--- src/tmf_pkg.sv ---
// Package for the tunnel mode and filter control block.
// Assumes a single 20 MHz clock domain and byte-wide message streams.
package tmf_pkg;
  localparam logic [23:0] TAG_MODE_QUERY  = 24'h9F_8E06;
  localparam logic [23:0] TAG_MODE_SELECT = 24'h9F_8E07;
  localparam logic [7:0]  MODE_LEGACY     = 8'h00;
  localparam logic [7:0]  MODE_TUN2       = 8'h01;
  localparam logic [7:0]  MODE_TUN1       = 8'h02;
  localparam logic [7:0]  MODE_ADV2       = 8'h03;
  localparam logic [7:0]  MODE_ADV1       = 8'h04;
  localparam int          MAX_ADDR        = 8;
  localparam int          MAC_BYTES       = 6;
  localparam int          FIFO_DEPTH      = 4;
  localparam int          FIFO_WIDTH      = 9;
  localparam logic [15:0] STRIP_RESET     = 16'h0000;
  localparam logic [7:0]  QUERY_LEN       = 8'h00;
  localparam logic [1:0]  STAT_GRANT      = 2'h0;
  localparam logic [1:0]  STAT_TX_BUSY    = 2'h1;
  localparam logic [1:0]  STAT_OTHER      = 2'h2;

  typedef struct packed {
    logic       valid;
    logic       last;
    logic [7:0] data;
  } tmf_byte_t;

  typedef struct packed {
    logic        valid;
    logic [31:0] freq;
    logic [7:0]  rate;
    logic [7:0]  power;
  } tmf_tune_t;

  typedef struct packed {
    logic       valid;
    logic [1:0] status;
  } tmf_reply_t;
endpackage

--- src/tmf_fifo.sv ---
// Small synchronous FIFO with valid and ready on both sides.
// Assumes one clock and an active low asynchronous reset.
`timescale 1ns/1ps
module tmf_fifo #(
  parameter int WIDTH = 9,
  parameter int DEPTH = 4
) (
  input  wire logic             clk_i,     // Clock
  input  wire logic             rst_n_i,   // Reset, active low
  input  wire logic [WIDTH-1:0] in_data_i, // Write data
  input  wire logic             in_valid_i, // Write valid
  output logic                  in_ready_o, // Not full
  output logic [WIDTH-1:0]      out_data_o, // Read data
  output logic                  out_valid_o, // Not empty
  input  wire logic             out_ready_i  // Read ready
);
  localparam int AW = $clog2(DEPTH);
  logic [WIDTH-1:0] mem [DEPTH];
  logic [AW-1:0]    wr_ptr_ff;
  logic [AW-1:0]    rd_ptr_ff;
  logic [AW:0]      count_ff;
  wire              do_wr = in_valid_i && in_ready_o;
  wire              do_rd = out_valid_o && out_ready_i;

  assign in_ready_o  = (count_ff != (AW+1)'(DEPTH));
  assign out_valid_o = (count_ff != '0);
  assign out_data_o  = mem[rd_ptr_ff];

  always_ff @(posedge clk_i) begin
    if (do_wr) begin
      mem[wr_ptr_ff] <= in_data_i;
    end
  end

  always_ff @(posedge clk_i or negedge rst_n_i) begin
    if (!rst_n_i) begin
      wr_ptr_ff <= '0;
      rd_ptr_ff <= '0;
      count_ff  <= '0;
    end else begin
      if (do_wr) wr_ptr_ff <= (wr_ptr_ff == AW'(DEPTH-1)) ? '0 : wr_ptr_ff + 1'b1;
      if (do_rd) rd_ptr_ff <= (rd_ptr_ff == AW'(DEPTH-1)) ? '0 : rd_ptr_ff + 1'b1;
      count_ff <= count_ff + (AW+1)'(do_wr) - (AW+1)'(do_rd);
    end
  end

  a_fifo_no_overflow: assert property (@(posedge clk_i) disable iff (!rst_n_i)
    count_ff == (AW+1)'(DEPTH) |-> !do_wr || do_rd) else $error("FIFO overflow");
endmodule

--- src/tmf_top.sv ---
// Tunnel mode and tunnel filter control, host end.
// Assumes byte streams from the card and from the downstream, synchronous to ref_clk_i.
`timescale 1ns/1ps
module tmf_top
  import tmf_pkg::*;
(
  input  wire logic                ref_clk_i,        // 20 MHz clock
  input  wire logic                reset_n_i,        // Async reset, active low
  input  wire logic                query_start_i,    // Pulse: send mode query
  output tmf_pkg::tmf_byte_t       query_byte_o,     // Mode query byte stream
  input  wire tmf_pkg::tmf_byte_t  card_msg_i,       // Message bytes from card
  input  wire tmf_pkg::tmf_byte_t  pkt_i,            // Downstream packet bytes
  input  wire logic                flow_open_i,      // Extended channel flow open
  output logic                     pkt_ready_o,      // Downstream may send
  output tmf_pkg::tmf_byte_t       fwd_o,            // Bytes forwarded to card
  input  wire logic                fwd_ready_i,      // Card side ready
  input  wire tmf_pkg::tmf_tune_t  tx_tune_i,        // Return tune request
  input  wire tmf_pkg::tmf_tune_t  rx_tune_i,        // Forward tune request
  output tmf_pkg::tmf_reply_t      tx_reply_o,       // Return tune answer
  output tmf_pkg::tmf_reply_t      rx_reply_o,       // Forward tune answer
  output tmf_pkg::tmf_tune_t       tx_setting_o,     // Applied return tuning
  output logic [7:0]               mode_o,           // Current mode
  output logic                     return_tx_en_o,   // Legacy transmitter enable
  output logic                     modem_tx_en_o,    // Modem transmitter enable
  output logic                     fwd_rx_en_o,      // Forward receiver enable
  output logic                     scan_o,           // Descriptor scan active
  input  wire logic [7:0]          dcd_count_i,      // Descriptor change count
  input  wire logic                dcd_valid_i,      // Pulse: descriptor seen
  input  wire logic                modem_reset_i,    // Pulse: modem reset
  output logic                     dcd_relay_o,      // Pulse: relay descriptor
  input  wire logic                tunnel_error_i,   // Pulse: card says invalid
  output logic                     next_channel_o,   // Pulse: retune downstream
  output logic                     channel_valid_o,  // Listed MAC seen on channel
  input  wire logic                upstream_channel_ident_known_i,     // Pulse: upstream id known
  input  wire logic [7:0]          upstream_channel_ident_i,           // Upstream channel id
  input  wire logic [15:0]         owner_id_i,       // Host tunnel owner id
  output logic                     info_send_o,      // Pulse: send host info
  output logic [7:0]               info_upstream_channel_ident_o,      // Reported upstream id
  output logic [15:0]              info_owner_o      // Reported owner id
);
  typedef enum logic [2:0] {
    P_TAG0  = 3'b000, P_TAG1 = 3'b001, P_TAG2 = 3'b011, P_MODE = 3'b010,
    P_COUNT = 3'b110, P_MAC  = 3'b111, P_STR0 = 3'b101, P_STR1 = 3'b100
  } tmf_parse_t;

  function automatic logic is_tunnel(input logic [7:0] m);
    return (m >= MODE_TUN2) && (m <= MODE_ADV1);
  endfunction
  function automatic logic is_basic(input logic [7:0] m);
    return (m == MODE_TUN2) || (m == MODE_TUN1);
  endfunction

  // Reset synchroniser
  logic rst_meta_ff, rst_n;
  always_ff @(posedge ref_clk_i or negedge reset_n_i) begin
    if (!reset_n_i) begin
      rst_meta_ff <= 1'b0;
      rst_n       <= 1'b0;
    end else begin
      rst_meta_ff <= 1'b1;
      rst_n       <= rst_meta_ff;
    end
  end

  // Mode query transmitter
  logic [2:0] q_idx_ff;
  logic [2:0] nxt_q_idx;
  wire        q_busy = (q_idx_ff != 3'd0);
  wire [7:0]  q_byte = (q_idx_ff == 3'd1) ? TAG_MODE_QUERY[23:16] :
                       (q_idx_ff == 3'd2) ? TAG_MODE_QUERY[15:8] :
                       (q_idx_ff == 3'd3) ? TAG_MODE_QUERY[7:0] : QUERY_LEN;
  assign nxt_q_idx = q_busy ? ((q_idx_ff == 3'd4) ? 3'd0 : q_idx_ff + 3'd1) :
                     (query_start_i ? 3'd1 : 3'd0);
  always_ff @(posedge ref_clk_i or negedge rst_n) begin
    if (!rst_n) begin
      q_idx_ff     <= 3'd0;
      query_byte_o <= '0;
    end else begin
      q_idx_ff     <= nxt_q_idx;
      query_byte_o <= '{valid: q_busy, last: (q_idx_ff == 3'd4), data: q_byte};
    end
  end

  // Mode select parser
  tmf_parse_t  st_ff, nxt_st;
  logic [7:0]  sel_mode_ff, cnt_ff, idx_ff;
  logic [2:0]  byte_ff;
  logic [47:0] mac_sh_ff;
  logic [47:0] stage_ff [MAX_ADDR];
  logic [47:0] mac_ff [MAX_ADDR];
  logic [7:0]  mac_n_ff;
  logic [15:0] strip_ff;
  logic [7:0]  strip_hi_ff;
  wire         cb = card_msg_i.valid;
  wire [7:0]   cd = card_msg_i.data;
  wire         mode_ok = (cd <= MODE_ADV1);
  wire         commit_plain = cb && (st_ff == P_MODE) && byte_ff[0] && mode_ok && !is_tunnel(cd);
  wire         commit_tun = cb && (st_ff == P_STR1);
  wire         mac_done = cb && (st_ff == P_MAC) && (byte_ff == 3'(MAC_BYTES - 1));

  always_comb begin
    nxt_st = st_ff;
    if (cb) begin
      case (st_ff)
        P_TAG0:  nxt_st = (cd == TAG_MODE_SELECT[23:16]) ? P_TAG1 : P_TAG0;
        P_TAG1:  nxt_st = (cd == TAG_MODE_SELECT[15:8]) ? P_TAG2 : P_TAG0;
        P_TAG2:  nxt_st = (cd == TAG_MODE_SELECT[7:0]) ? P_MODE : P_TAG0;
        // Length byte is skipped by staying in P_MODE for one byte while byte_ff is 0
        P_MODE:  nxt_st = (byte_ff == 3'd0) ? P_MODE :
                          (!mode_ok ? P_TAG0 : (is_tunnel(cd) ? P_COUNT : P_TAG0));
        P_COUNT: nxt_st = (cd == 8'h00) ? P_STR0 : P_MAC;
        P_MAC:   nxt_st = (mac_done && (idx_ff + 8'd1 == cnt_ff)) ? P_STR0 : P_MAC;
        P_STR0:  nxt_st = P_STR1;
        default: nxt_st = P_TAG0;
      endcase
      if (card_msg_i.last && st_ff != P_STR1) nxt_st = P_TAG0;
    end
  end

  always_ff @(posedge ref_clk_i or negedge rst_n) begin
    if (!rst_n) begin
      st_ff       <= P_TAG0;
      byte_ff     <= 3'd0;
      sel_mode_ff <= MODE_LEGACY;
      cnt_ff      <= 8'h00;
      idx_ff      <= 8'h00;
      mac_sh_ff   <= '0;
      strip_hi_ff <= 8'h00;
    end else begin
      st_ff <= nxt_st;
      if (cb) begin
        if (st_ff == P_MODE) begin
          byte_ff     <= (byte_ff == 3'd0) ? 3'd1 : 3'd0;
          sel_mode_ff <= cd;
        end
        if (st_ff == P_COUNT) begin
          cnt_ff <= (cd > 8'(MAX_ADDR)) ? 8'(MAX_ADDR) : cd;
          idx_ff <= 8'h00;
        end
        if (st_ff == P_MAC) begin
          mac_sh_ff <= {mac_sh_ff[39:0], cd};
          byte_ff   <= mac_done ? 3'd0 : byte_ff + 3'd1;
          if (mac_done) idx_ff <= idx_ff + 8'd1;
        end
        if (st_ff == P_STR0) strip_hi_ff <= cd;
      end
    end
  end

  always_ff @(posedge ref_clk_i) begin
    if (mac_done && idx_ff < 8'(MAX_ADDR)) stage_ff[idx_ff[2:0]] <= {mac_sh_ff[39:0], cd};
  end

  // Mode and filter list, committed only when a message completes
  always_ff @(posedge ref_clk_i or negedge rst_n) begin
    if (!rst_n) begin
      mode_o   <= MODE_LEGACY;
      mac_n_ff <= 8'h00;
      strip_ff <= STRIP_RESET;
    end else if (commit_plain) begin
      mode_o   <= cd;
      mac_n_ff <= 8'h00;
    end else if (commit_tun) begin
      mode_o   <= sel_mode_ff;
      mac_n_ff <= cnt_ff;
      strip_ff <= {strip_hi_ff, cd};
    end
  end
  always_ff @(posedge ref_clk_i) begin
    if (commit_tun) mac_ff <= stage_ff;
  end

  // Transmitter and receiver enables
  always_ff @(posedge ref_clk_i or negedge rst_n) begin
    if (!rst_n) begin
      return_tx_en_o <= 1'b1;
      modem_tx_en_o  <= 1'b0;
      fwd_rx_en_o    <= 1'b1;
    end else begin
      return_tx_en_o <= (mode_o == MODE_LEGACY);
      modem_tx_en_o  <= (mode_o == MODE_TUN2) || (mode_o == MODE_ADV2);
      fwd_rx_en_o    <= !is_tunnel(mode_o);
    end
  end

  // Tune request handling
  wire [1:0] tx_stat = (mode_o == MODE_LEGACY) ? STAT_GRANT :
                       ((mode_o == MODE_TUN2) || (mode_o == MODE_ADV2)) ? STAT_TX_BUSY :
                       STAT_OTHER;
  wire [1:0] rx_stat = is_tunnel(mode_o) ? STAT_OTHER : STAT_GRANT;
  always_ff @(posedge ref_clk_i or negedge rst_n) begin
    if (!rst_n) begin
      tx_reply_o   <= '0;
      rx_reply_o   <= '0;
      tx_setting_o <= '0;
    end else begin
      tx_reply_o <= '{valid: tx_tune_i.valid, status: tx_stat};
      rx_reply_o <= '{valid: rx_tune_i.valid, status: rx_stat};
      if (tx_tune_i.valid && tx_stat == STAT_GRANT) begin
        tx_setting_o <= tx_tune_i;
      end else begin
        tx_setting_o.valid <= 1'b0;
      end
    end
  end

  // Packet filter: header capture, match, strip
  logic [2:0]  hdr_ff, rp_ff;
  logic [47:0] dst_ff, rp_buf_ff;
  logic        pass_ff;
  logic [15:0] pos_ff;
  wire         fifo_in_ready;
  wire         pb = pkt_i.valid && pkt_ready_o;
  wire [47:0]  dst_now = {dst_ff[39:0], pkt_i.data};
  logic        hit;
  always_comb begin
    hit = 1'b0;
    for (int i = 0; i < MAX_ADDR; i++) begin
      if (8'(i) < mac_n_ff && mac_ff[i] == dst_now) hit = 1'b1;
    end
  end
  wire filter_on = is_basic(mode_o) && flow_open_i;
  wire at_dst_end = pb && (hdr_ff == 3'(MAC_BYTES - 1));
  wire pass_now = at_dst_end ? (filter_on && hit) : pass_ff;
  wire keep = pass_now && (pos_ff >= strip_ff);
  wire rp_act = (rp_ff != 3'(MAC_BYTES));                             // Held header going out
  wire rp_start = at_dst_end && filter_on && hit && (strip_ff < 16'(MAC_BYTES));
  wire rp_push = rp_act && fifo_in_ready;
  wire [7:0] rp_byte = rp_buf_ff[47 - 8*rp_ff -: 8];
  wire push = pb && keep && !rp_start;

  always_ff @(posedge ref_clk_i or negedge rst_n) begin
    if (!rst_n) begin
      hdr_ff          <= 3'd0;
      dst_ff          <= '0;
      pass_ff         <= 1'b0;
      pos_ff          <= 16'h0000;
      rp_ff           <= 3'(MAC_BYTES);
      rp_buf_ff       <= '0;
      channel_valid_o <= 1'b0;
    end else begin
      if (pb) begin
        dst_ff    <= dst_now;
        hdr_ff    <= pkt_i.last ? 3'd0 : ((hdr_ff == 3'(MAC_BYTES)) ? hdr_ff : hdr_ff + 3'd1);
        pos_ff    <= pkt_i.last ? 16'h0000 : pos_ff + 16'h0001;
        pass_ff   <= pkt_i.last ? 1'b0 : pass_now;
      end
      if (rp_start) rp_ff <= strip_ff[2:0];
      else if (rp_push) rp_ff <= rp_ff + 3'd1;
      if (rp_start) rp_buf_ff <= dst_now;
      if (at_dst_end && hit && is_tunnel(mode_o)) channel_valid_o <= 1'b1;
      else if (next_channel_o || commit_tun) channel_valid_o <= 1'b0;
    end
  end
  wire [8:0] fifo_out;
  wire       fifo_valid;
  wire       out_take = fifo_valid && (!fwd_o.valid || fwd_ready_i);
  tmf_fifo #(.WIDTH(FIFO_WIDTH), .DEPTH(FIFO_DEPTH)) tmf_fifo_inst (
    .clk_i       (ref_clk_i),
    .rst_n_i     (rst_n),
    .in_data_i   (rp_act ? {1'b0, rp_byte} : {pkt_i.last, pkt_i.data}),
    .in_valid_i  (push || rp_push),
    .in_ready_o  (fifo_in_ready),
    .out_data_o  (fifo_out),
    .out_valid_o (fifo_valid),
    .out_ready_i (out_take)
  );

  always_ff @(posedge ref_clk_i or negedge rst_n) begin
    if (!rst_n) begin
      fwd_o       <= '0;
      pkt_ready_o <= 1'b0;
    end else begin
      pkt_ready_o <= fifo_in_ready && !push && !rp_start && !rp_act;
      if (out_take) fwd_o <= '{valid: 1'b1, last: fifo_out[8], data: fifo_out[7:0]};
      else if (fwd_ready_i) fwd_o.valid <= 1'b0;
    end
  end

  // Advanced descriptor scanning and relay
  logic       seen_ff, force_ff;
  logic [7:0] last_cnt_ff;
  wire        adv = (mode_o == MODE_ADV2) || (mode_o == MODE_ADV1);
  wire        relay = scan_o && dcd_valid_i && !is_basic(mode_o) &&
                      (force_ff || modem_reset_i || !seen_ff || dcd_count_i != last_cnt_ff);
  always_ff @(posedge ref_clk_i or negedge rst_n) begin
    if (!rst_n) begin
      scan_o         <= 1'b0;
      seen_ff        <= 1'b0;
      force_ff       <= 1'b0;
      last_cnt_ff    <= 8'h00;
      dcd_relay_o    <= 1'b0;
      next_channel_o <= 1'b0;
    end else begin
      scan_o      <= adv;
      dcd_relay_o <= relay;
      if (relay) begin
        seen_ff     <= 1'b1;
        last_cnt_ff <= dcd_count_i;
      end
      if (modem_reset_i && !relay) force_ff <= 1'b1;
      else if (relay) force_ff <= 1'b0;
      next_channel_o <= tunnel_error_i && adv;
    end
  end

  // Host information report
  always_ff @(posedge ref_clk_i or negedge rst_n) begin
    if (!rst_n) begin
      info_send_o  <= 1'b0;
      info_upstream_channel_ident_o  <= 8'h00;
      info_owner_o <= 16'h0000;
    end else begin
      info_send_o <= upstream_channel_ident_known_i;
      if (upstream_channel_ident_known_i) begin
        info_upstream_channel_ident_o  <= upstream_channel_ident_i;
        info_owner_o <= owner_id_i;
      end
    end
  end

  a_query_tag_first: assert property (@(posedge ref_clk_i) disable iff (!rst_n)
    query_start_i && !q_busy |=> ##1 query_byte_o.data == TAG_MODE_QUERY[23:16]
    ) else $error("Query tag not sent");
  a_reset_legacy_mode: assert property (@(posedge ref_clk_i)
    $rose(rst_n) |-> mode_o == MODE_LEGACY) else $error("Not legacy after reset");
  a_legacy_tx_grant: assert property (@(posedge ref_clk_i) disable iff (!rst_n)
    tx_tune_i.valid && mode_o == MODE_LEGACY |=> tx_reply_o.status == STAT_GRANT
    ) else $error("Legacy tune not granted");
  a_busy_deny: assert property (@(posedge ref_clk_i) disable iff (!rst_n)
    tx_tune_i.valid && (mode_o == MODE_TUN2 || mode_o == MODE_ADV2)
    |=> tx_reply_o.valid && tx_reply_o.status == STAT_TX_BUSY) else $error("No busy deny");
  a_rx_deny_other: assert property (@(posedge ref_clk_i) disable iff (!rst_n)
    rx_tune_i.valid && is_tunnel(mode_o) |=> rx_reply_o.status == STAT_OTHER
    ) else $error("Forward tune not denied");
  a_oneway_tx_off: assert property (@(posedge ref_clk_i) disable iff (!rst_n)
    (mode_o == MODE_TUN1 || mode_o == MODE_ADV1) ##1 $stable(mode_o)
    |-> !return_tx_en_o && !modem_tx_en_o) else $error("Transmitter on one-way");
  a_basic_no_relay: assert property (@(posedge ref_clk_i) disable iff (!rst_n)
    is_basic(mode_o) |=> !dcd_relay_o || !is_basic($past(mode_o))) else $error("Relay in basic");
  a_reserved_ignored: assert property (@(posedge ref_clk_i) disable iff (!rst_n)
    cb && st_ff == P_MODE && byte_ff == 3'd1 && !mode_ok |=> $stable(mode_o)
    ) else $error("Reserved mode applied");
endmodule

--- config.mk ---
export PLATFORM = sky130hd
export DESIGN_NAME = tmf_top
export DESIGN_NICKNAME = d
export VERILOG_FILES = /design/src/tmf_pkg.sv /design/src/tmf_fifo.sv /design/src/tmf_top.sv
export SDC_FILE = /design/constraint.sdc
export NUM_CORES = 1
export LEC_CHECK = 0
export BUFFER_PORTS_ARGS = -buffer_cell sky130_fd_sc_hd__buf_2
export CELL_PAD_IN_SITES_DETAIL_PLACEMENT = 2
export CELL_PAD_IN_SITES_GLOBAL_PLACEMENT = 2
export CORE_MARGIN = 2
export CORE_UTILIZATION = 40
export CTS_BUF_LIST = sky130_fd_sc_hd__clkbuf_4
export DETAILED_ROUTE_END_ITERATION = 10
export GPL_TIMING_DRIVEN = 1
export PLACE_DENSITY = 0.72
export SLEW_MARGIN = 15
export SYNTH_ARGS = -nofsm -noshare
export SYNTH_HDL_FRONTEND = slang
export SYNTH_SLANG_ARGS = --single-unit
--- constraint.sdc ---
create_clock -name ref_clk_i -period 11 [get_ports ref_clk_i]
set_input_delay 0 -clock ref_clk_i [delete_from_list [all_inputs] [get_ports ref_clk_i]]
set_output_delay 0 -clock ref_clk_i [all_outputs]
set_load 0.03 [all_outputs]
# Word level (Yosys, flattened, before mapping)

Memories as Yosys holds them, arrays and structs flattened. A register that Yosys moved wholly into a read port is not among the register bits.
Cells that the tools add are included.

Logic and storage cells: 280
Input bits: 159
Memories: 1
Bits in registers: 1110
Bits in writable memories: 36

Memories:

| name              | words | width | read ports | clocked after Yosys merged registers in | wr ports | line           | text |
|---|---|---|---|---|---|---|---|
| tmf_fifo_inst.mem | 4     | 9     | 1          | 1                                       | 1        | tmf_fifo.sv:18 | `logic [WIDTH-1:0] mem [DEPTH];` |

Add/sub/neg operators: 11
Bitwise operators: 2
Shifts and indexed selects: 1
Eq/ne operators: 37
Mux-type cells: 61
Magnitude comparators: 18
Reductions and logical operators: 85

Operators with widths:

| operator              | number |
|---|---|
| $bwmux 384            | 1 |
| $eq 48x48->1          | 8 |
| $demux 48 s3          | 1 |
| $mux 8                | 10 |
| $shiftx 55x33->8      | 1 |
| $mux 48               | 1 |
| $logic_and 1x1->1     | 46 |
| $mux 3                | 14 |
| $lt 3x8->1 const A    | 4 |
| $eq 3x3->1 const B    | 8 |
| $mux 1                | 22 |
| $pmux 3 s7            | 1 |
| $mux 2                | 9 |
| $add 16x1->16 const B | 1 |
| $eq 8x2->1 const B    | 2 |
| $eq 8x3->1 const B    | 2 |
| $eq 8x8->1 const B    | 2 |
| $ge 16x16->1          | 1 |
| $ge 8x1->1 const B    | 2 |
| $le 8x3->1 const B    | 2 |
| $logic_not 8->1       | 2 |
| $lt 1x8->1 const A    | 2 |
| $lt 16x3->1 const B   | 1 |
| $lt 2x8->1 const A    | 2 |
| 29 further kinds      | 70 |

# Depth between registers and ports, before layout

Gate-level depths: netlist of the first run.

Word-level depth: 19
Depth in mapped cells: 15
Gate-level depth less buffers: 15

# Hierarchy

A second synthesis of the first run with hierarchy kept.

Cells, all modules: 2782
Area total of the unflattened synthesis: 43948.4 um^2

By module, submodules not included:

| module   | cells each | instances | area an instance (um^2) | seq. area each (um^2) |
|---|---|---|---|---|
| tmf_top  | 2697       | 1         | 42203.0                 | 31525.2 |
| tmf_fifo | 85         | 1         | 1745.4                  | 1256.2 |

# Worst setup path before layout of the first run

OpenSTA, ideal clock, no wires.

Kind: register -> register
Start: register st_ff[0]
End: register strip_ff[10]
Period minus slack after synthesis: 12.765 ns
Stages on the path, launching flop included: 8
Setup time: 0.619 ns
Setup slack: -1.765 ns
Required time: 10.381 ns
Arrival: 12.146 ns
Path through: dfrtp_1 clkbuf_1 nor2b_1 and3_1 clkbuf_1 clkbuf_1 clkbuf_1 o21ai_0

Elaborated cells on any way between the ends: 9

RTL lines:

| item                              | line           | text |
|---|---|---|
| start: declaration                | tmf_top.sv:85  | `tmf_parse_t st_ff, nxt_st;` |
| start signal: assignment          | tmf_top.sv:130 | `st_ff <= nxt_st;` |
| $eq 3x3->1                        | tmf_top.sv:98  | `wire commit_tun = cb && (st_ff == P_STR1);` |
| $logic_and 1x1->1                 | tmf_top.sv:98  |  |
| net commit_tun                    | tmf_top.sv:98  |  |
| $reduce_and 2->1 (no source line) | n/a            |  |
| end signal: assignment            | tmf_top.sv:166 | `strip_ff <= {strip_hi_ff, cd};` |
| end: declaration                  | tmf_top.sv:92  | `logic [15:0] strip_ff;` |

The timed path passes the listed nets, and every way through them passes these cells.
A chain may end at the register's enable or synchronous reset.

# Worst setup path in the final report of the first run

Start: register dst_ff[29]
End: register tmf_fifo_inst.count_ff[2]

Word-level cells in the longest chain between the ends: 19
Elaborated cells on any way between the ends: 36

Ends and longest elaborated chain:

| item                     | line           | text |
|---|---|---|
| start: declaration       | tmf_top.sv:209 | `logic [47:0] dst_ff, rp_buf_ff;` |
| start signal: assignment | tmf_top.sv:243 | `dst_ff <= dst_now;` |
| $eq 48x48->1             | tmf_top.sv:219 | `if (8'(i) < mac_n_ff && mac_ff[i] == dst_now) hit = 1'b1;` |
| $logic_and 1x1->1        | tmf_top.sv:219 |  |
| $mux 1 (7 in a row)      | tmf_top.sv:219 |  |
| $mux 1 *                 | tmf_top.sv:219 |  |
| $logic_and 1x1->1        | tmf_top.sv:224 | `wire pass_now = at_dst_end ? (filter_on && hit) : pass_ff;` |
| $mux 1                   | tmf_top.sv:224 |  |
| $logic_and 1x1->1        | tmf_top.sv:225 | `wire keep = pass_now && (pos_ff >= strip_ff);` |
| $logic_and 1x1->1        | tmf_top.sv:230 | `wire push = pb && keep && !rp_start;` |
| $logic_and 1x1->1 *      | tmf_top.sv:230 |  |
| $logic_or 1x1->1 *       | tmf_top.sv:262 | `.in_valid_i (push \|\| rp_push),` |
| $logic_and 1x1->1 *      | tmf_fifo.sv:22 | `wire do_wr = in_valid_i && in_ready_o;` |
| net tmf_fifo_inst.do_wr  | tmf_fifo.sv:22 |  |
| $add 3x1->3 *            | tmf_fifo.sv:43 | `count_ff <= count_ff + (AW+1)'(do_wr) - (AW+1)'(do_rd);` |
| $sub 3x1->3 *            | tmf_fifo.sv:43 |  |
| end signal: assignment   | tmf_fifo.sv:43 |  |
| end: declaration         | tmf_fifo.sv:21 | `logic [AW:0] count_ff;` |

The timed path passes the listed nets; every way through them passes the cells marked *.

==> out/metrics.yaml, run 1 <==
outcome:
  outcome: "finished, final reports clean"
drt:
  ant_nets: 0
  drc: 0
  firstDrtPassIters: 6
  via_count: 29840
  detail_route.iter0.violations: 2848
  viasPerCell: 5.644
  wire_per_inst_um: 33.46
  drt-total-wl_mm: 176.9
floorplan:
  die-area_um2: 114200
  core_area_um2: 110700
  start_util_pct: 40.29
  die_w_um: 337.9
  die_y_um: 337.9
  top_level_ports: 275
  rows: 122
sta:
  max_clock_freq_mhz: 204.5
  rsz0062_at_grt: "no"
  setup_viol: 0
  finClkSkew_ns: 0.1371
  period_share_pct: 44.45
  slew_headroom_pct: 18.36
  worst_slew_pin_slew_ns: 1.225
  final_max_slew_viol_count: 0
  post-route-min-period_ns: 4.889
  finalHoldViolCount: 0
  tns_ns: 0
grt:
  grt_overflow: 0
  grt_usage_pct: 31.04
  gr-usage-met2_pct: 53.68
  use_met1_pct: 35.32
  grtUsageMet3_pct: 6.407
  grt_pass1_wl_mm: 248.3
  grt_pass1_vias: 33690
  busiest_layer: "met2"
  antenna_found_initial: 18
  grt_max_degree: 182
yosys:
  netlist_area_um2: 44590
  ys_warn_count: 0
  synth.distinct_cells: 68
  ys_seq_elements: 1149
  seq_area_frac_synth_pct: 73.52
  ys_async_sr_fraction_pct: 30.03
  synth_edf_count: 804
  postSynthCellCount: 2774
  ys.flop_type: "edfxtp_1"
  yosysTopAreaCell: "edfxtp_1"
  synth_top_cell_area_share_pct: 54.15
  avgSynthCellArea_um2: 16.07
  synth_area_leaders: "edfxtp_1 (54%), dfrtp_1 (19%), xnor2_1 (7.1%)"
setup_path:
  arrival_ns: 5.96
  crit_buf_inv: 1
  cp_top_family: "simple AND/OR/NAND/NOR gates"
  crit_chain: "xnor2_1 -> nand4_1 -> nor4_1 -> nand4_1 -> o2111ai_1 -> o31ai_2 -> o31a_1 -> nor2_1 -> ha_1 -> inv_1 -> fa_1 -> xnor2_1 -> xnor2_1"
  cp.required_ns: 12.07
  path_max_fanout: 11
  crit_path_top_delay_cell: "xnor2_1"
  cp-end-kind: "flip-flop"
  cp-start-kind: "flip-flop"
  cpPeakStageDelay_ns: 0.84
  cp_common_cell: "xnor2_1"
  critical_path_class: "flip-flop to flip-flop"
cts:
  cts_resized: 0
  cts_buffers: 328
  htreeDepth: 5
  clock-sinks: 1149
  tritoncts: "yes"
  clock_latency_ns: 1.24
  clk_pin_slew_worst_paths_ns: 0.10
  ctsLongestPathBuffers: 4
  cts-root-buf: "clkbuf_4"
power_and_ir_drop:
  power.leakage_nw: 20.12
  power_per_cell_area_nw_per_um2: 218.5
  ir_drop_mv: 0.1238
place:
  io_buffers: 223
  gp_congestion: 0.9662
  dp.final_hpwl_mm: 100.7
final_layout:
  fin_nets: 3741
  fillCellCount: 10310
  multi_input_area_um2: 11260
  area_growth_pct: 22.67
  regArea_um2: 32790
  drive_above_1_share_pct: 28.14
  final_core_util_pct: 49.42
job:
  max_cap_violations: 0
min_path:
  hp-class: "input port to flip-flop"
==> through the flow <==
step           worst slack (ns)  area (um2)  power, mW  instances  hold WS [ns]
2_1_floorplan            0.6797       44600      6.450       2776       -0.2956
3_3_place_gp              6.328       47630      7.358       4429       -0.2088
3_5_place_dp              6.194       47630      7.505       4429       -0.2084
4_1_cts                   6.208       54650      11.78       5276      0.001436
5_1_grt                   5.935       54680      12.37       5280       0.08180
6_report                  6.111       54700      11.95       5287       0.09920
==> final timing paths <==
path / slack (ns) / cells after the start / from / end
max: 6.11 / 13 / dst_ff[29] / tmf_fifo_inst.count_ff[2]
min: 0.1 / 4 / tx_tune_i[44] / tx_setting_o[44]
max reg2reg: 6.11 / 13 / dst_ff[29] / tmf_fifo_inst.count_ff[2]
min reg2reg: 0.34 / 0 / rst_meta_ff / rst_n
max in group asynchronous: 8.80 / 2 / rst_n / fwd_o[9]
min in group asynchronous: 0.24 / 4 / reset_n_i / rst_n
==> cell families after synthesis <==
group,share of synthesized area (%)
flip-flops,73.52
AND/OR/NAND/NOR,7.431
XOR/XNOR,8.231
multiplexers,6.036
buffers and inverters,1.437
AO/OA/AOI/OAI,2.186
adder cells (fa/ha/maj),1.139
other,0.01684
==> sequential cells by signal, indices dropped and copies added, names as in the netlist, 36 cells and up <==
signal             cells
tmf_fifo_inst.mem     36
stage_ff             384
tx_setting_o          49
mac_ff               384
dst_ff                40
mac_sh_ff             40
rp_buf_ff             48
==> where the power goes <==
| part | leakage (nW) | switching, mW | internal [mW] |
|---|---|---|---|
| clock | 2.57 | 2.05 | 2.28 |
| sequential | 11.2 | 0.286 | 4.83 |
| combinational | 6.39 | 1.68 | 0.822 |
| total | 20.1 | 4.02 | 7.94 |
==> worst min-delay path: stages <==
cell and delay (ns):
dlygate4sd3_1 0.51, buf_2 0.10, dlygate4sd3_1 0.53, mux2_2 0.14
==> what timing repair did <==
action                    in CTS  in global routing
hold buffers                 271                  0
setup buffers                  0                  0
hold endpoints to repair     424                  0
==> cells in the final DEF (no fill, tap or decap), types with 9 or more instances in the layout <==
master and instances:
diode_2 11, nand4_1 187, inv_1 42, nand2_1 209, a22o_1 16, or4_1 9
buf_4 57, clkinv_1 49, mux2_2 205, ha_1 39, dlygate4sd3_1 269, buf_2 223
xor2_1 59, xnor2_1 360, nand3_1 14, mux4_2 17, o21ai_0 48, nor2_1 62
clkbuf_4 508, nor4_1 61, a21oi_1 16, nor3_1 20, edfxtp_1 804, o31ai_1 12
dfrtp_1 340
==> metal layers <==
metal	vias to the layer above	share of wire, %
met3	544	7.2
met2	1576	51
met1	15710	35
met4	8	6.2
met5	-	0.028
li1	12000	-
==> cell type report <==
cell class | count | share of cell area, %
clock inverter | 68 | 0.8807
multi-input combinational | 1468 | 20.59
sequential | 1149 | 59.94
clock buffer | 508 | 6.973
inverter | 42 | 0.2882
timing repair buffer | 553 | 7.876
tap | 1488 | 3.404
antenna | 11 | 0.05033
==> cells in the mapped netlist, types with 7 or more instances <==
master	number
a21o_1	7
a21oi_1	16
a22o_1	16
a22oi_1	8
and2_1	9
and3_1	9
buf_1	34
buf_2	8
buf_4	7
clkbuf_1	67
dfrtp_1	341
edfxtp_1	804
ha_1	39
inv_1	42
mux2_2	205
mux4_2	17
nand2_1	211
nand3_1	14
nand4_1	187
nor2_1	68
nor3_1	23
nor4_1	61
o21ai_0	48
o31ai_1	12
or3_1	8
or4_1	9
xnor2_1	360
xor2_1	59
Power figures use the tool's default switching activity.
==> run 2: changes to the inputs <==
--- a/config.mk
+++ b/config.mk
@@ -13,7 +13,7 @@
 export CTS_BUF_LIST = sky130_fd_sc_hd__clkbuf_4
 export DETAILED_ROUTE_END_ITERATION = 10
 export GPL_TIMING_DRIVEN = 1
-export PLACE_DENSITY = 0.72
+export PLACE_DENSITY = 0.69
 export SLEW_MARGIN = 15
 export SYNTH_ARGS = -nofsm -noshare
 export SYNTH_HDL_FRONTEND = slang
==> constraint.sdc (replaced) <==
create_clock -name ref_clk_i -period 5.1 [get_ports ref_clk_i]
set_input_delay 0 -clock ref_clk_i [delete_from_list [all_inputs] [get_ports ref_clk_i]]
set_output_delay 0 -clock ref_clk_i [all_outputs]
set_load 0.03 [all_outputs]
==> run 2 against run 1 <==
Non-clock buffer count increased by 48. Sequential power increased by 120%. Total power increased by 120%. Highest routed layer unchanged. Register-to-register slack got worse by 5.7 ns. Die area unchanged. Clock-buffer cell count decreased by 8. Flip-flop and latch count unchanged. Critical path type unchanged. Critical endpoint unchanged. Clock skew decreased by 0.014 ns.
==> out/metrics.yaml, run 2 (synthesis results as in run 1) <==
outcome:
  outcome: "finished, final reports clean"
floorplan:
  top_level_ports: 275
  start_util_pct: 40.29
  rows: 122
  die-area_um2: 114200
  die_w_um: 337.9
  core_area_um2: 110700
  die_y_um: 337.9
drt:
  wire_per_inst_um: 33.65
  via_count: 29910
  firstDrtPassIters: 5
  detail_route.iter0.violations: 3114
  ant_nets: 0
  viasPerCell: 5.626
  drt-total-wl_mm: 178.9
  drc: 0
grt:
  antenna_found_initial: 14
  grt_pass1_vias: 33030
  grt_pass1_wl_mm: 249.5
  grt_max_degree: 141
  grt_usage_pct: 31.48
  grt_overflow: 0
setup_path:
  cp.required_ns: 6.15
  cp-end-kind: "flip-flop"
  arrival_ns: 5.71
  cp-start-kind: "flip-flop"
  critical_path_class: "flip-flop to flip-flop"
  path_max_fanout: 6
power_and_ir_drop:
  power_per_cell_area_nw_per_um2: 470.2
  ir_drop_mv: 0.2573
  power.leakage_nw: 20.32
  total_power_mw: 25.85
cts:
  cts-root-buf: "clkbuf_4"
  ctsLongestPathBuffers: 4
  clk_pin_slew_worst_paths_ns: 0.10
  htreeDepth: 5
  clock-sinks: 1149
  clock_latency_ns: 1.24
  post-cts-setup-buffer-count: 0
  tritoncts: "yes"
  cts_buffers: 325
place:
  gp_congestion: 0.9693
  place_inst: 4479
  dp_slack_ns: 0.6673
  place_area_um2: 48140
  io_buffers: 223
  dp.final_hpwl_mm: 109.7
sta:
  finClkSkew_ns: 0.1226
  setup_ws_ns: 0.4358
  max_clock_freq_mhz: 214.4
  finalHoldViolCount: 0
  worst_slew_pin_slew_ns: 1.326
  rsz0062_at_grt: "no"
  tns_ns: 0
  setup_viol: 0
  post-route-min-period_ns: 4.664
  final_max_slew_viol_count: 0
  period_share_pct: 91.45
  slew_headroom_pct: 11.32
final_layout:
  fillCellCount: 10410
  final_cell_mix: "edfxtp_1 (804), clkbuf_4 (500), xnor2_1 (360)"
  layout_commonest_cell: "edfxtp_1"
  final_cell_area_um2: 54980
  final_cells: 5316
  area_growth_pct: 23.30
  fin_nets: 3786
  drive_above_1_share_pct: 28.84
min_path:
  hp-class: "input port to flip-flop"
job:
  max_cap_violations: 0
-- run 2: changes by cell type in the layout (fill, tap and decap cells not counted), moves of 2 or more --
| cell | before | now |
|---|---|---|
| bufinv_16 | 8 | 5 |
| buf_4 | 57 | 99 |
| inv_2 | 3 | 5 |
| nor3_4 | 0 | 2 |
| clkinv_1 | 49 | 47 |
| clkinv_2 | 6 | 4 |
| buf_12 | 3 | 11 |
| nor3_2 | 3 | 1 |
| diode_2 | 11 | 7 |
| clkbuf_4 | 508 | 500 |
-- run 2: metrics by stage --
step | utilization (%) | hold slack [ns]
after floorplan | - | -0.2956
after global placement | 43.50 | -0.2137
after detailed placement | 43.50 | -0.2103
after CTS | 49.64 | 0.0003726
after global routing | 49.67 | 0.03087
final | 49.68 | 0.1247
-- run 2: worst max-delay path, cell delays in order, from the launching register on --
cell	delay, ns
dfrtp_1	0.39
or4_1	0.72
a211oi_1	0.94
nor3_1	0.23
nand4_1	0.17
o2111ai_1	0.18
buf_12	0.19
o211a_1	0.25
o31a_1	0.29
nor2_1	0.13
ha_1	0.17
inv_1	0.06
fa_1	0.38
xnor2_1	0.23
xnor2_1	0.15
-- run 2: area by class of cell --
class                   instances  area (um2)  share of cell area [%]
flip-flops and latches       1149       32790                   59.64
multi-input cells            1468       11270                   20.50
repair buffers                601        4762                   8.662
clock buffers                 500        3754                   6.828
well taps                    1488        1862                   3.387
clock inverters                61       365.4                  0.6646
inverters                      42       157.7                  0.2868
diodes                          7       17.52                 0.03186
-- run 2: power breakdown --
group | switching, mW | internal [mW] | total [mW]
clock network | 4.24 | 4.69 | 8.93
logic | 3.65 | 1.91 | 5.56
registers | 0.939 | 10.4 | 11.4
-- run 2: worst paths after layout --
kind | start | endpoint | slack (ns) | cells after the start
worst max-delay path | mac_n_ff[7] | tmf_fifo_inst.count_ff[2] | 0.44 | 14
worst min-delay path | tx_tune_i[4] | tx_setting_o[4] | 0.12 | 4
worst max register to register | mac_n_ff[7] | tmf_fifo_inst.count_ff[2] | 0.44 | 14
worst min register to register | rst_n | rp_buf_ff[35] | 0.24 | 0
max in group asynchronous | rst_n | rp_buf_ff[5] | 3.45 | 1
min in group asynchronous | reset_n_i | rst_n | 0.24 | 4
-- run 2: metal layers --
| layer | vias up | global-route usage [%] | routed length, um |
|---|---|---|---|
| li1 | 12080 | - | - |
| met1 | 15790 | 38.46 | 66680 |
| met2 | 1589 | 52.93 | 89230 |
| met3 | 448 | 6.453 | 13940 |
| met4 | 4 | 16.12 | 8979 |
| met5 | - | 0 | 30 |
-- run 2: repair_timing --
| item | in CTS | in global routing |
|---|---|---|
| hold buffers | 268 | 0 |
| hold endpoints to repair | 538 | 0 |
| resized for setup | 0 | 0 |
